[src/logic/erc_pkg.sv]
/*
  Constants for the E1 receive error counter and spare bit block:
  register map, field positions, reset values, line codes, timing.
  Assumes a 200 MHz mclk and a byte-wide register set on Wishbone.
*/
package erc_pkg;
  // ************************************************************
  // Counter indices
  // ************************************************************
  localparam int NCNT   = 5;
  localparam int CNT_FE = 0;
  localparam int CNT_CV = 1;
  localparam int CNT_CR = 2;
  localparam int CNT_EB = 3;
  localparam int CNT_CC = 4;
  localparam logic [15:0] CNT_MAX = 16'hffff;

  // ************************************************************
  // Register byte addresses
  // ************************************************************
  localparam logic [7:0] OFS_CNT_BASE = 8'h00;  // Counter k low at base + step*k
  localparam logic [7:0] OFS_CNT_STEP = 8'h08;
  localparam logic [7:0] OFS_CNT_HI   = 8'h04;  // High byte beside the low byte
  localparam logic [7:0] OFS_SA_BASE  = 8'h28;  // Sa4..Sa8 one word apart
  localparam logic [7:0] OFS_SA_STEP  = 8'h04;
  localparam logic [7:0] OFS_SPARE    = 8'h3c;
  localparam logic [7:0] OFS_CFG      = 8'h40;
  localparam logic [7:0] OFS_FREEZE   = 8'h44;

  // ************************************************************
  // Configuration fields and reset values
  // ************************************************************
  localparam int CFG_ECM  = 0;  // one_second_latch_mode
  localparam int CFG_EXTD = 1;  // extended_violation_detect
  localparam int CFG_LC   = 2;  // line_code_select, two bits
  localparam int CFG_PRBS = 4;  // prbs_monitor_select
  localparam int CFG_RFS  = 5;  // receive_format_select, two bits
  localparam int CFG_SIM  = 7;  // alarm simulation
  localparam logic [7:0] CFG_RESET    = 8'h00;
  localparam logic [4:0] FREEZE_RESET = 5'h00;
  localparam int SPR_INTL = 0;
  localparam int SPR_S13  = 1;
  localparam int SPR_S15  = 2;

  localparam logic [1:0] LC_NRZ  = 2'b00;
  localparam logic [1:0] LC_AMI  = 2'b10;
  localparam logic [1:0] RFS_DBL = 2'b01;

  // ************************************************************
  // Frame numbers, patterns and timing
  // ************************************************************
  localparam logic [3:0] FRM_13    = 4'hd;
  localparam logic [3:0] FRM_15    = 4'hf;
  localparam logic [3:0] FRM_SMF_A = 4'h7;
  localparam logic [3:0] FRM_SMF_B = 4'hf;
  localparam logic [3:0] SA6_PAT_A = 4'h1;
  localparam logic [3:0] SA6_PAT_B = 4'h3;
  localparam logic [1:0] FAS_LOSS  = 2'h3;
  localparam logic [1:0] FAS_GAIN  = 2'h2;
  localparam logic [1:0] MF_GAIN   = 2'h2;
  localparam int MCLK_PERIOD_NS = 5;
  localparam int SIM_FE_TIME_NS = 250000;
  localparam int SIM_FE_CYCLES  = (SIM_FE_TIME_NS + MCLK_PERIOD_NS - 1) / MCLK_PERIOD_NS;
endpackage : erc_pkg

[src/logic/erc_rx_counters.sv]
/*
  E1 receive performance counters and spare/Sa bit capture with a
  classic Wishbone slave. Assumes framer strobes are one-cycle pulses
  on mclk, already in this clock domain.
*/
// Local design decisions: the register offsets and the Wishbone interface to the registers.
`timescale 1ns/100ps
`default_nettype none
module erc_rx_counters #(
  parameter int unsigned SIM_FE_CYC = erc_pkg::SIM_FE_CYCLES
) (
  input  wire logic        mclk,
  input  wire logic        rst_n,
  input  wire logic        ce,
  input  wire logic        wb_cyc_i,
  input  wire logic        wb_stb_i,
  input  wire logic        wb_we_i,
  input  wire logic [7:0]  wb_adr_i,
  input  wire logic [3:0]  wb_sel_i,
  input  wire logic [31:0] wb_dat_i,
  output logic      [31:0] wb_dat_o,
  output logic             wb_ack_o,
  input  wire logic        rx_bit_stb,
  input  wire logic        fas_stb,
  input  wire logic        fas_ok,
  input  wire logic        fas_first_bit,
  input  wire logic        nfas_stb,
  input  wire logic [3:0]  nfas_frame,
  input  wire logic [7:0]  nfas_word,
  input  wire logic        smf_stb,
  input  wire logic        smf_crc_err,
  input  wire logic        hdb3_viol,
  input  wire logic        hdb3_ext_viol,
  input  wire logic        bipolar_viol,
  input  wire logic        prbs_bit_err,
  input  wire logic        prbs_sync_status,
  input  wire logic        one_second_event,
  input  wire logic        multiframe_begin_event
);
  import erc_pkg::*;

  typedef struct packed {
    logic [NCNT-1:0][15:0] cnt;
    logic [NCNT-1:0][15:0] hold;
    logic [NCNT-1:0]       frz;
    logic [NCNT-1:0]       frz_prev;
    logic [7:0]            cfg;
    logic [4:0][7:0]       sa;
    logic [4:0][7:0]       sa_acc;
    logic [7:0]            si_acc;
    logic                  intl;
    logic                  s13;
    logic                  s15;
    logic [2:0]            sa6_nib;
    logic                  bsync;
    logic [1:0]            bad_run;
    logic [1:0]            good_run;
    logic                  mf_lost;
    logic [1:0]            mf_good;
    logic                  mf_fe_seen;
    logic [15:0]           sim_tmr;
    logic [1:0]            bit_div;
    logic                  ack;
    logic [7:0]            dat;
  } erc_state_s;

  erc_state_s      q;
  erc_state_s      d;
  logic [NCNT-1:0] inc;
  logic [NCNT-1:0] rise;
  logic            crc_mode;
  logic            sim;
  logic            sa_valid;
  logic            req;
  logic            take;
  logic            sim_tick;
  logic            smf_end;
  logic [3:0]      nib;
  logic [1:0]      lc;

  // ************************************************************
  // Next-state logic
  // ************************************************************
  always_comb begin
    d        = q;
    crc_mode = q.cfg[CFG_RFS+1];
    sim      = q.cfg[CFG_SIM];
    lc       = q.cfg[CFG_LC +: 2];
    sa_valid = crc_mode || (q.cfg[CFG_RFS +: 2] == RFS_DBL);
    req      = wb_cyc_i && wb_stb_i && !q.ack;
    take     = wb_cyc_i && wb_stb_i && q.ack;
    sim_tick = sim && (q.sim_tmr == 16'(SIM_FE_CYC - 1));
    smf_end  = nfas_stb && (nfas_frame == FRM_SMF_A || nfas_frame == FRM_SMF_B);
    nib      = {q.sa6_nib, nfas_word[2]};
    inc      = '0;

    // Basic frame sync: lose on a run of bad FAS, regain on good ones
    if (fas_stb) begin
      if (!fas_ok) begin
        d.good_run = 2'h0;
        if (q.bad_run != FAS_LOSS) d.bad_run = q.bad_run + 2'h1;
        if (q.bad_run == FAS_LOSS - 2'h1) d.bsync = 1'b0;
      end else begin
        d.bad_run = 2'h0;
        if (q.good_run != FAS_GAIN) d.good_run = q.good_run + 2'h1;
        if (q.good_run == FAS_GAIN - 2'h1) d.bsync = 1'b1;
      end
    end

    // Multiframe sync follows basic sync, needs clean multiframes
    if (fas_stb && !fas_ok) d.mf_fe_seen = 1'b1;
    if (!crc_mode || !q.bsync) begin
      d.mf_lost = 1'b1;
      d.mf_good = 2'h0;
    end else if (multiframe_begin_event) begin
      d.mf_fe_seen = fas_stb && !fas_ok;
      if (q.mf_lost) begin
        d.mf_good = q.mf_fe_seen ? 2'h0 : q.mf_good + 2'h1;
        if (!q.mf_fe_seen && q.mf_good == MF_GAIN - 2'h1) d.mf_lost = 1'b0;
      end
    end

    // Simulation pacing: 250 us timer and received bit divider
    d.sim_tmr = (!sim || sim_tick) ? 16'h0000 : q.sim_tmr + 16'h0001;
    if (!sim) d.bit_div = 2'h0;
    else if (rx_bit_stb) d.bit_div = q.bit_div + 2'h1;

    // Increment sources per counter
    inc[CNT_FE] = sim ? sim_tick : (fas_stb && !fas_ok && q.bsync);
    if (sim) inc[CNT_CV] = rx_bit_stb && (q.bit_div == 2'h3);
    else if (lc == LC_AMI) inc[CNT_CV] = bipolar_viol;
    else if (lc != LC_NRZ)
      inc[CNT_CV] = q.cfg[CFG_EXTD] ? hdb3_ext_viol : hdb3_viol;
    inc[CNT_CR] = crc_mode && (sim ? smf_stb : smf_stb && smf_crc_err && !q.mf_lost);
    inc[CNT_EB] = crc_mode && (sim ? smf_stb : nfas_stb && !nfas_word[7]
                  && (nfas_frame == FRM_13 || nfas_frame == FRM_15));
    if (q.cfg[CFG_PRBS])
      inc[CNT_CC] = sim ? (rx_bit_stb && q.bit_div[0])
                        : (prbs_bit_err && prbs_sync_status);
    else
      inc[CNT_CC] = crc_mode && (sim ? smf_stb : smf_end && !q.mf_lost
                    && (nib == SA6_PAT_A || nib == SA6_PAT_B));

    // Counters and their read buffers
    for (int k = 0; k < NCNT; k++) begin
      rise[k]       = q.frz[k] && !q.frz_prev[k];
      d.frz_prev[k] = q.frz[k];
      if (q.cfg[CFG_ECM]) begin
        if (one_second_event) begin
          d.hold[k] = q.cnt[k];
          d.cnt[k]  = inc[k] ? 16'h0001 : 16'h0000;  // Keeps the event of this cycle
        end else if (inc[k] && q.cnt[k] != CNT_MAX) begin
          d.cnt[k] = q.cnt[k] + 16'h0001;
        end
      end else if (rise[k]) begin
        d.cnt[k] = 16'h0000;
      end else begin
        if (inc[k] && q.cnt[k] != CNT_MAX) d.cnt[k] = q.cnt[k] + 16'h0001;
        if (!q.frz[k]) d.hold[k] = q.cnt[k];
      end
    end

    // Sa and spare bit gathering over the multiframe
    if (nfas_stb) begin
      for (int j = 0; j < 5; j++) begin
        d.sa_acc[j][nfas_frame[3:1]] = nfas_word[4-j];
      end
      d.si_acc[nfas_frame[3:1]] = nfas_word[7];
      d.sa6_nib = nib[2:0];
    end
    if (multiframe_begin_event) begin
      d.sa  = sa_valid ? q.sa_acc : '0;
      d.s13 = crc_mode && q.si_acc[6];
      d.s15 = crc_mode && q.si_acc[7];
    end
    if (!crc_mode) begin
      d.s13 = 1'b0;
      d.s15 = 1'b0;
    end
    if (crc_mode) d.intl = 1'b1;
    else if (fas_stb) d.intl = fas_first_bit;

    // Wishbone: answer one cycle after the strobe, act at the ack edge
    d.ack = req;
    if (req) begin
      d.dat = 8'h00;
      for (int k = 0; k < NCNT; k++) begin
        if (wb_adr_i == 8'(OFS_CNT_BASE + OFS_CNT_STEP * k)) d.dat = q.hold[k][7:0];
        if (wb_adr_i == 8'(OFS_CNT_BASE + OFS_CNT_STEP * k + OFS_CNT_HI))
          d.dat = q.hold[k][15:8];
      end
      for (int j = 0; j < 5; j++) begin
        if (wb_adr_i == 8'(OFS_SA_BASE + OFS_SA_STEP * j)) d.dat = q.sa[j];
      end
      if (wb_adr_i == OFS_SPARE) d.dat = {5'h00, q.s15, q.s13, q.intl};
      if (wb_adr_i == OFS_CFG) d.dat = q.cfg;
      if (wb_adr_i == OFS_FREEZE) d.dat = {3'h0, q.frz};
    end
    if (take && wb_we_i && wb_sel_i[0]) begin
      if (wb_adr_i == OFS_CFG) d.cfg = wb_dat_i[7:0];
      if (wb_adr_i == OFS_FREEZE) d.frz = wb_dat_i[NCNT-1:0];
    end
    if (take && !wb_we_i) begin
      for (int k = 0; k < NCNT; k++) begin
        if (wb_adr_i == 8'(OFS_CNT_BASE + OFS_CNT_STEP * k + OFS_CNT_HI))
          d.frz[k] = 1'b0;
      end
    end
  end

  // ************************************************************
  // State register
  // ************************************************************
  // Frozen by ce so the whole block pauses cleanly
  always_ff @(posedge mclk or negedge rst_n) begin
    if (!rst_n) begin
      q          <= '0;
      q.cfg      <= CFG_RESET;
      q.frz      <= FREEZE_RESET;
      q.frz_prev <= FREEZE_RESET;
      q.intl     <= 1'b1;
      q.mf_lost  <= 1'b1;
    end else if (ce) begin
      q <= d;
    end
  end

  assign wb_ack_o = q.ack;
  assign wb_dat_o = {24'h000000, q.dat};
endmodule : erc_rx_counters
`default_nettype wire

[config.mk]
export PLATFORM = sky130hd
export DESIGN_NAME = erc_rx_counters
export DESIGN_NICKNAME = d
export VERILOG_FILES = /design/src/logic/erc_pkg.sv /design/src/logic/erc_rx_counters.sv
export SDC_FILE = /design/constraint.sdc
export NUM_CORES = 1
export LEC_CHECK = 0
export BUFFER_PORTS_ARGS = -buffer_cell sky130_fd_sc_hd__buf_2
export CAP_MARGIN = 20
export CORE_AREA = 10 10 177 179
export CTS_CLUSTER_SIZE = 25
export DETAILED_ROUTE_END_ITERATION = 16
export DIE_AREA = 0 0 187 189
export PLACE_DENSITY = 0.72
export SYNTH_ARGS = -nofsm -noshare
export SYNTH_HDL_FRONTEND = slang
export SYNTH_SLANG_ARGS = --single-unit
export TNS_END_PERCENT = 30
[constraint.sdc]
create_clock -name mclk -period 4.05 [get_ports mclk]
set_input_delay 0.2025 -clock mclk [delete_from_list [all_inputs] [get_ports mclk]]
set_output_delay 0.2025 -clock mclk [all_outputs]
set_load 0.01 [all_outputs]
==> results of run 1 <==
-- routing by layer --
metal	track usage (%)	up-vias
met4	7.44	0
met3	4.36	84
met5	0	-
met2	34.1	424
li1	-	5219
met1	28.8	5742
-- critical path, cell delays in order, from the launching register on --
cell     delay, ns
dfrtp_1       0.43
or4b_1        0.56
or4_4         0.57
mux2i_4       0.31
nand4_2       0.28
or3_1         0.40
a21oi_1       0.14
-- per-stage QoR --
step | util, % | instances
2_1_floorplan | - | 1443
3_3_place_gp | 56.2 | 1793
3_5_place_dp | 56.2 | 1793
4_1_cts | 60.7 | 1866
5_1_grt | 60.7 | 1869
6_report | 60.7 | 1869
-- power breakdown --
| part | total (uW) | switching (uW) | internal, uW |
|---|---|---|---|
| logic | 528 | 303 | 225 |
| clock network | 2910 | 1160 | 1750 |
| registers | 3280 | 107 | 3170 |
| total | 6720 | 1570 | 5150 |
-- cell usage after synthesis (all sizes together) (9+ instances only) --
cell / number
o21ai: 72
a31oi: 9
and3: 24
xnor2: 25
nor2: 129
o22ai: 11
and2: 13
o211ai: 9
mux2i: 14
inv: 26
buf: 41
a22o: 45
or3: 11
dfrtp: 300
nor4: 18
a21oi: 54
ha: 12
nand4: 33
nor2b: 10
nand3: 51
clkbuf: 61
nand2: 110
mux2: 139
nand2b: 10
xor2: 37
nor3: 25
-- flip-flops by register name, summed over array words and instances, names as in the netlist --
register and flops:
wb_ack_o 1, nib 3, lc 2, crc_mode 1, wb_dat_o 8, q 282, d 5
-- layout by cell type, fill, tap and decap left out, drive strengths merged, types with 7 or more instances in the layout --
| cell | count |
|---|---|
| mux4 | 7 |
| and4 | 8 |
| buf | 74 |
| xor2 | 37 |
| o21ai | 72 |
| mux2i | 14 |
| nor2b | 10 |
| o22ai | 11 |
| nand2 | 110 |
| dlygate4sd3 | 17 |
| dfrtp | 300 |
| xnor2 | 25 |
| a21oi | 54 |
| mux2 | 139 |
| clkbuf | 44 |
| nand4 | 33 |
| inv | 27 |
| nor3 | 25 |
| nand2b | 10 |
| o31ai | 8 |
| ha | 12 |
| or4b | 8 |
| and3 | 24 |
| a22o | 45 |
| nor4 | 18 |
| or3 | 11 |
| a31oi | 9 |
| o211ai | 9 |
| conb | 24 |
| and2 | 13 |
| clkinv | 7 |
| nor2 | 129 |
| nand3 | 51 |
-- cell type report --
| class | instances | share of cell area (%) |
|---|---|---|
| diodes | 3 | 0.0448 |
| repair buffers | 91 | 3.64 |
| clock buffers | 44 | 5.46 |
| multi-input cells | 1012 | 41.5 |
| well taps | 378 | 2.82 |
| flip-flops and latches | 302 | 45.1 |
| inverters | 27 | 0.605 |
| clock inverters | 12 | 0.858 |
-- final timing paths --
path / end / slack [ns] / cells after the start
min in group asynchronous: q[94] / 0.27 / 2
hold reg to reg: q[115] / 0.48 / 1
hold / removal: q[78] / 0.02 / 2
setup reg to reg: q[237] / 1.29 / 6
setup / recovery: q[237] / 1.29 / 6
max in group asynchronous: q[77] / 2.75 / 3
-- cell families after synthesis --
| group | after synthesis |
|---|---|
| AO/OA/AOI/OAI | 274 |
| XOR/XNOR | 62 |
| adder cells (fa/ha/maj) | 12 |
| buffers and inverters | 129 |
| flip-flops | 302 |
| multiplexers | 160 |
| other | 1 |
| AND/OR/NAND/NOR | 480 |
-- timing repair --
| action | in CTS | in global routing |
|---|---|---|
| endpoints found under the hold margin | 130 | 0 |
| hold buffers | 17 | 0 |
| gates resized for setup | 0 | 0 |
==> results.py, run 1 <==
metrics = {
    "run_status": {
        "status": "finished clean",
    },
    "worst_setup_path": {
        "path_max_fanout": 9,
        "setup.worst_path.end_class": "register",
        "cp.arrival_ns": 3.25,
        "critPathKind": "register to register",
        "cp-start-kind": "register",
        "r2r_start": "q[16]",
        "cp.required_ns": 4.54,
        "crit_path_start": "q[16]",
    },
    "cells_and_area": {
        "num-fill-cells": 2310,
        "layout-drive-gt1-share_pct": 19.5,
        "stdcell_area_sq_mm": 0.0168,
        "multi_input_comb_area_sq_mm": 0.00695,
        "nets": 1553,
        "area_delta_synth_final_pct": 11.6,
        "ff_latch_area_sq_mm": 0.00756,
    },
    "logic_synthesis": {
        "synth_area_sq_mm": 0.0150,
        "syn_inst": 1420,
        "ys_seq_area_share_pct": 50.3,
        "synth_fa_ha_area_share_pct": 0.999,
        "syn_area_per_cell_sq_um": 10.6,
        "synth-xor-area-share_pct": 3.61,
        "synth_area_leaders": "dfrtp_1 50%, mux2_2 10%, nor2_1 3.2%, nand2_1 2.7%, a22o_1 2.6%",
        "synth-main-ff-cell": "dfrtp_1",
        "synth-compound-area-share_pct": 12.4,
        "synthDistinctLibCells": 75,
        "synth_top_family_by_area": "simple AND/OR/NAND/NOR gates",
        "synth_top_cell_area_share_pct": 50.0,
        "synthMuxAreaShare_pct": 12.5,
        "synth_edf_count": 0,
        "ys_ff_latch": 302,
        "yosysWarnings": 0,
        "synthSimpleGateAreaFrac_pct": 16.2,
        "synthArstFlopShare_pct": 100,
        "yosysTopAreaCell": "dfrtp_1",
    },
    "clock_tree": {
        "post_cts_buffers": 0,
        "clk_latency_ns": 0.56,
        "cts_buffers": 31,
        "cts_max_level": 1,
        "tritoncts": "done",
        "clk_pin_slew_ns": 0.06,
        "root_buffer": "clkbuf_16",
        "ctsLongestPathBuffers": 3,
        "clock_sinks": 302,
    },
    "sta": {
        "tightest_slew_ns": 1.14,
        "tns_ns": 0,
        "rsz0062_at_grt": "false",
        "setup_viol": 0,
        "clock.fmax_ghz": 0.362,
        "hold_viol_final": 0,
        "fin_skew_ns": 0.00910,
        "setup_ws_ns": 1.29,
        "fin_crit_ns": 2.76,
        "fin_crit_sh_pct": 68.2,
        "relSlewSlack_pct": 23.8,
        "hold_ws_ns": 0.0220,
        "slew_viol_final": 0,
    },
    "global_routing": {
        "grt_pass1_wl_mm": 62.0,
        "grt_max_degree": 106,
        "grt_use_total_pct": 21.5,
        "antenna_found_initial": 3,
        "grt_pass1_vias": 11300,
        "overflow": 0,
    },
    "routing": {
        "top_layer": "met4",
        "ant_nets": 0,
        "routed-wl-met3_mm": 2.86,
        "wl_met2_mm": 17.7,
        "via_per_inst": 6.14,
        "drt-initial-drc-count": 1022,
        "first_pass_iters": 6,
        "vias": 11500,
        "drc": 0,
        "met1Wirelength_mm": 16.8,
        "wl_per_cell_um": 20.7,
        "wl_mm": 38.6,
    },
    "hold_path": {
        "min_from": "nfas_word[1]",
        "hp-class": "input port to register",
    },
    "run": {
        "max_cap_violations": 0,
    },
    "placed_design": {
        "dpl_cell_area_sq_mm": 0.0155,
        "place_ws_ns": 1.28,
        "place_congestion": 0.932,
        "io_buffers": 55,
        "dp.final_hpwl_mm": 27.5,
    },
    "die": {
        "start_util_pct": 54.4,
        "die_x_um": 187,
        "core_sq_mm": 0.0276,
        "dieArea_sq_mm": 0.0353,
        "chipHeight_um": 189,
        "rows": 61,
        "ioPinCount": 109,
    },
    "power_and_ir_drop": {
        "design_power_total_uw": 6720,
        "leakagePower_uw": 0.00761,
        "p_per_area_mw_per_mm2": 401,
        "peakVddDrop_v": 0.000348,
    },
}
Note: power is estimated with default switching activity, not from simulation.
==> inputs of run 2 (changes only) <==
PLACE_DENSITY = 0.75   (was 0.72)
clock period = 2.5 ns   (was 4.05 ns; I/O delays follow)
==> run 2 against run 1 <==
The flow now finishes with violations (negative setup slack); cell count increased by 3.0%; clock power rose by 73%; clock skew up 0.0016 ns; combinational power grew 73%; global-route usage grew 0.65 points; total power is 68% higher; critical path depth is 1 higher; register-to-register slack worse by 1.3 ns; non-clock buffer count increased by 56; critical endpoint is now q[233]; largest cell class unchanged.
==> results.py, run 2 (same netlist as run 1, synthesis figures left out) <==
metrics = {
    "run_status": {
        "status": "finished, violations left",
        "violations": "negative setup slack",
    },
    "die": {
        "start_util_pct": 54.4,
        "ioPinCount": 109,
        "dieArea_sq_mm": 0.0353,
        "die_x_um": 187,
        "chipHeight_um": 189,
        "rows": 61,
        "core_sq_mm": 0.0276,
    },
    "worst_setup_path": {
        "critPathKind": "register to register",
        "cp.required_ns": 3.00,
        "path_max_fanout": 6,
        "setup.worst_path.end_class": "register",
        "r2r_cells": 7,
        "cp-start-kind": "register",
        "cp.arrival_ns": 3.02,
        "r2r_setup_slack_ns": -0.01,
    },
    "routing": {
        "vias": 11700,
        "drt-initial-drc-count": 1038,
        "drc": 0,
        "via_per_inst": 6.05,
        "ant_nets": 0,
        "first_pass_iters": 5,
        "wl_per_cell_um": 20.7,
        "wl_mm": 39.8,
    },
    "sta": {
        "tightest_slew_ns": 0.915,
        "fin_crit_ns": 2.51,
        "fin_skew_ns": 0.0107,
        "clock.fmax_ghz": 0.398,
        "rsz0062_at_grt": "true",
        "setup_viol": 3,
        "setup_ws_ns": -0.0140,
        "relSlewSlack_pct": 38.9,
        "hold_viol_final": 0,
        "slew_viol_final": 0,
        "fin_crit_sh_pct": 101,
    },
    "global_routing": {
        "antenna_found_initial": 1,
        "overflow": 0,
        "grt_use_total_pct": 22.1,
        "grt_max_degree": 77,
        "grt_pass1_vias": 11700,
        "grt_pass1_wl_mm": 64.1,
    },
    "clock_tree": {
        "clk_latency_ns": 0.56,
        "cts_max_level": 1,
        "root_buffer": "clkbuf_16",
        "clk_pin_slew_ns": 0.06,
        "cts_buffers": 31,
        "tritoncts": "done",
        "clock_sinks": 302,
        "ctsLongestPathBuffers": 3,
    },
    "cells_and_area": {
        "nets": 1609,
        "area_delta_synth_final_pct": 15.9,
        "final_cell_mix": "300 x dfrtp_1, 139 x mux2_2, 127 x nor2_1, 110 x nand2_1, 69 x o21ai_0",
        "layout-drive-gt1-share_pct": 23.0,
        "fin_util_pct": 63.0,
        "largest_reg_flops": 282,
        "largest_register": "q",
        "mostFrequentLayoutCell": "dfrtp_1",
    },
    "placed_design": {
        "place_congestion": 0.957,
        "dp.final_hpwl_mm": 28.1,
        "io_buffers": 55,
        "place_ws_ns": -0.0860,
    },
    "power_and_ir_drop": {
        "p_clk_share_pct": 44.7,
        "p_per_area_mw_per_mm2": 647,
        "leakagePower_uw": 0.00795,
        "p_sw_uw": 2630,
        "peakVddDrop_v": 0.000677,
        "power.internal_uw": 8640,
        "p_sw_share_pct": 23.3,
        "seqPwrFrac_pct": 47.3,
        "combPwrFrac_pct": 8.1,
    },
    "hold_path": {
        "hp-class": "input port to register",
        "hold_path_depth": 3,
    },
    "run": {
        "max_cap_violations": 0,
    },
}
run 2: timing repair:
item,CTS,global route
endpoints found under the hold margin,129,0
hold buffers,23,0
setup endpoints to repair,14,16
setup buffers,1,4
gates resized for setup,8,11
pin swaps,6,8
run 2: critical path, stage by stage, from the launching register on:
cell and delay, ns:
dfrtp_1 0.37, or4b_1 0.53, or4_4 0.57, mux2i_4 0.17
buf_12 0.16, nand3_4 0.08, or4_4 0.48, nand3_2 0.08
run 2: path summary, 6_finish.rpt:
kind	from	end
max	q[16]	q[233]
min	nfas_word[2]	q[70]
max reg2reg	q[16]	q[233]
min reg2reg	q[73]	q[113]
max in group asynchronous	rst_n	q[41]
min in group asynchronous	rst_n	q[297]
run 2: cell type report:
class	count	area, sq um
multi-input combinational	1012	7030
fill	2206	10200
clock buffer	41	883
antenna	1	2.50
timing repair buffer	147	1120
clock inverter	17	244
tap	378	473
inverter	27	101
sequential	302	7560
run 2: power groups by stage:
| stage | Sequential, uW | Clock, uW | Combinational (uW) |
|---|---|---|---|
| global placement | 5380 | 0 | 831 |
| CTS | 5320 | 5100 | 910 |
| global route | 5350 | 5320 | 1010 |
| finish | 5330 | 5030 | 911 |
| floorplan | 5340 | 0 | 569 |
| detailed placement | 5400 | 0 | 865 |
run 2: per-stage QoR:
stage / cells / cell area [sq um] / hold slack, ns / power, uW / setup TNS [ns]
global route: 1925 / 17400 / 0.0273 / 11700 / -0.480
detailed placement: 1838 / 15900 / 0.173 / 6270 / -0.597
finish: 1925 / 17400 / 0.0308 / 11300 / -0.0310
global placement: 1838 / 15900 / 0.170 / 6210 / -0.167
floorplan: 1443 / 15100 / -0.171 / 5910 / 0
CTS: 1920 / 17400 / 0.00450 / 11300 / -0.0333
run 2: metal layers:
layer | share of wire [%] | track usage (%) | up-vias
met1 | 44 | 29.6 | 5851
met5 | 0 | 0 | -
met4 | 2.4 | 6.64 | 0
met2 | 47 | 35.6 | 416
li1 | - | - | 5320
met3 | 7.1 | 4.52 | 64
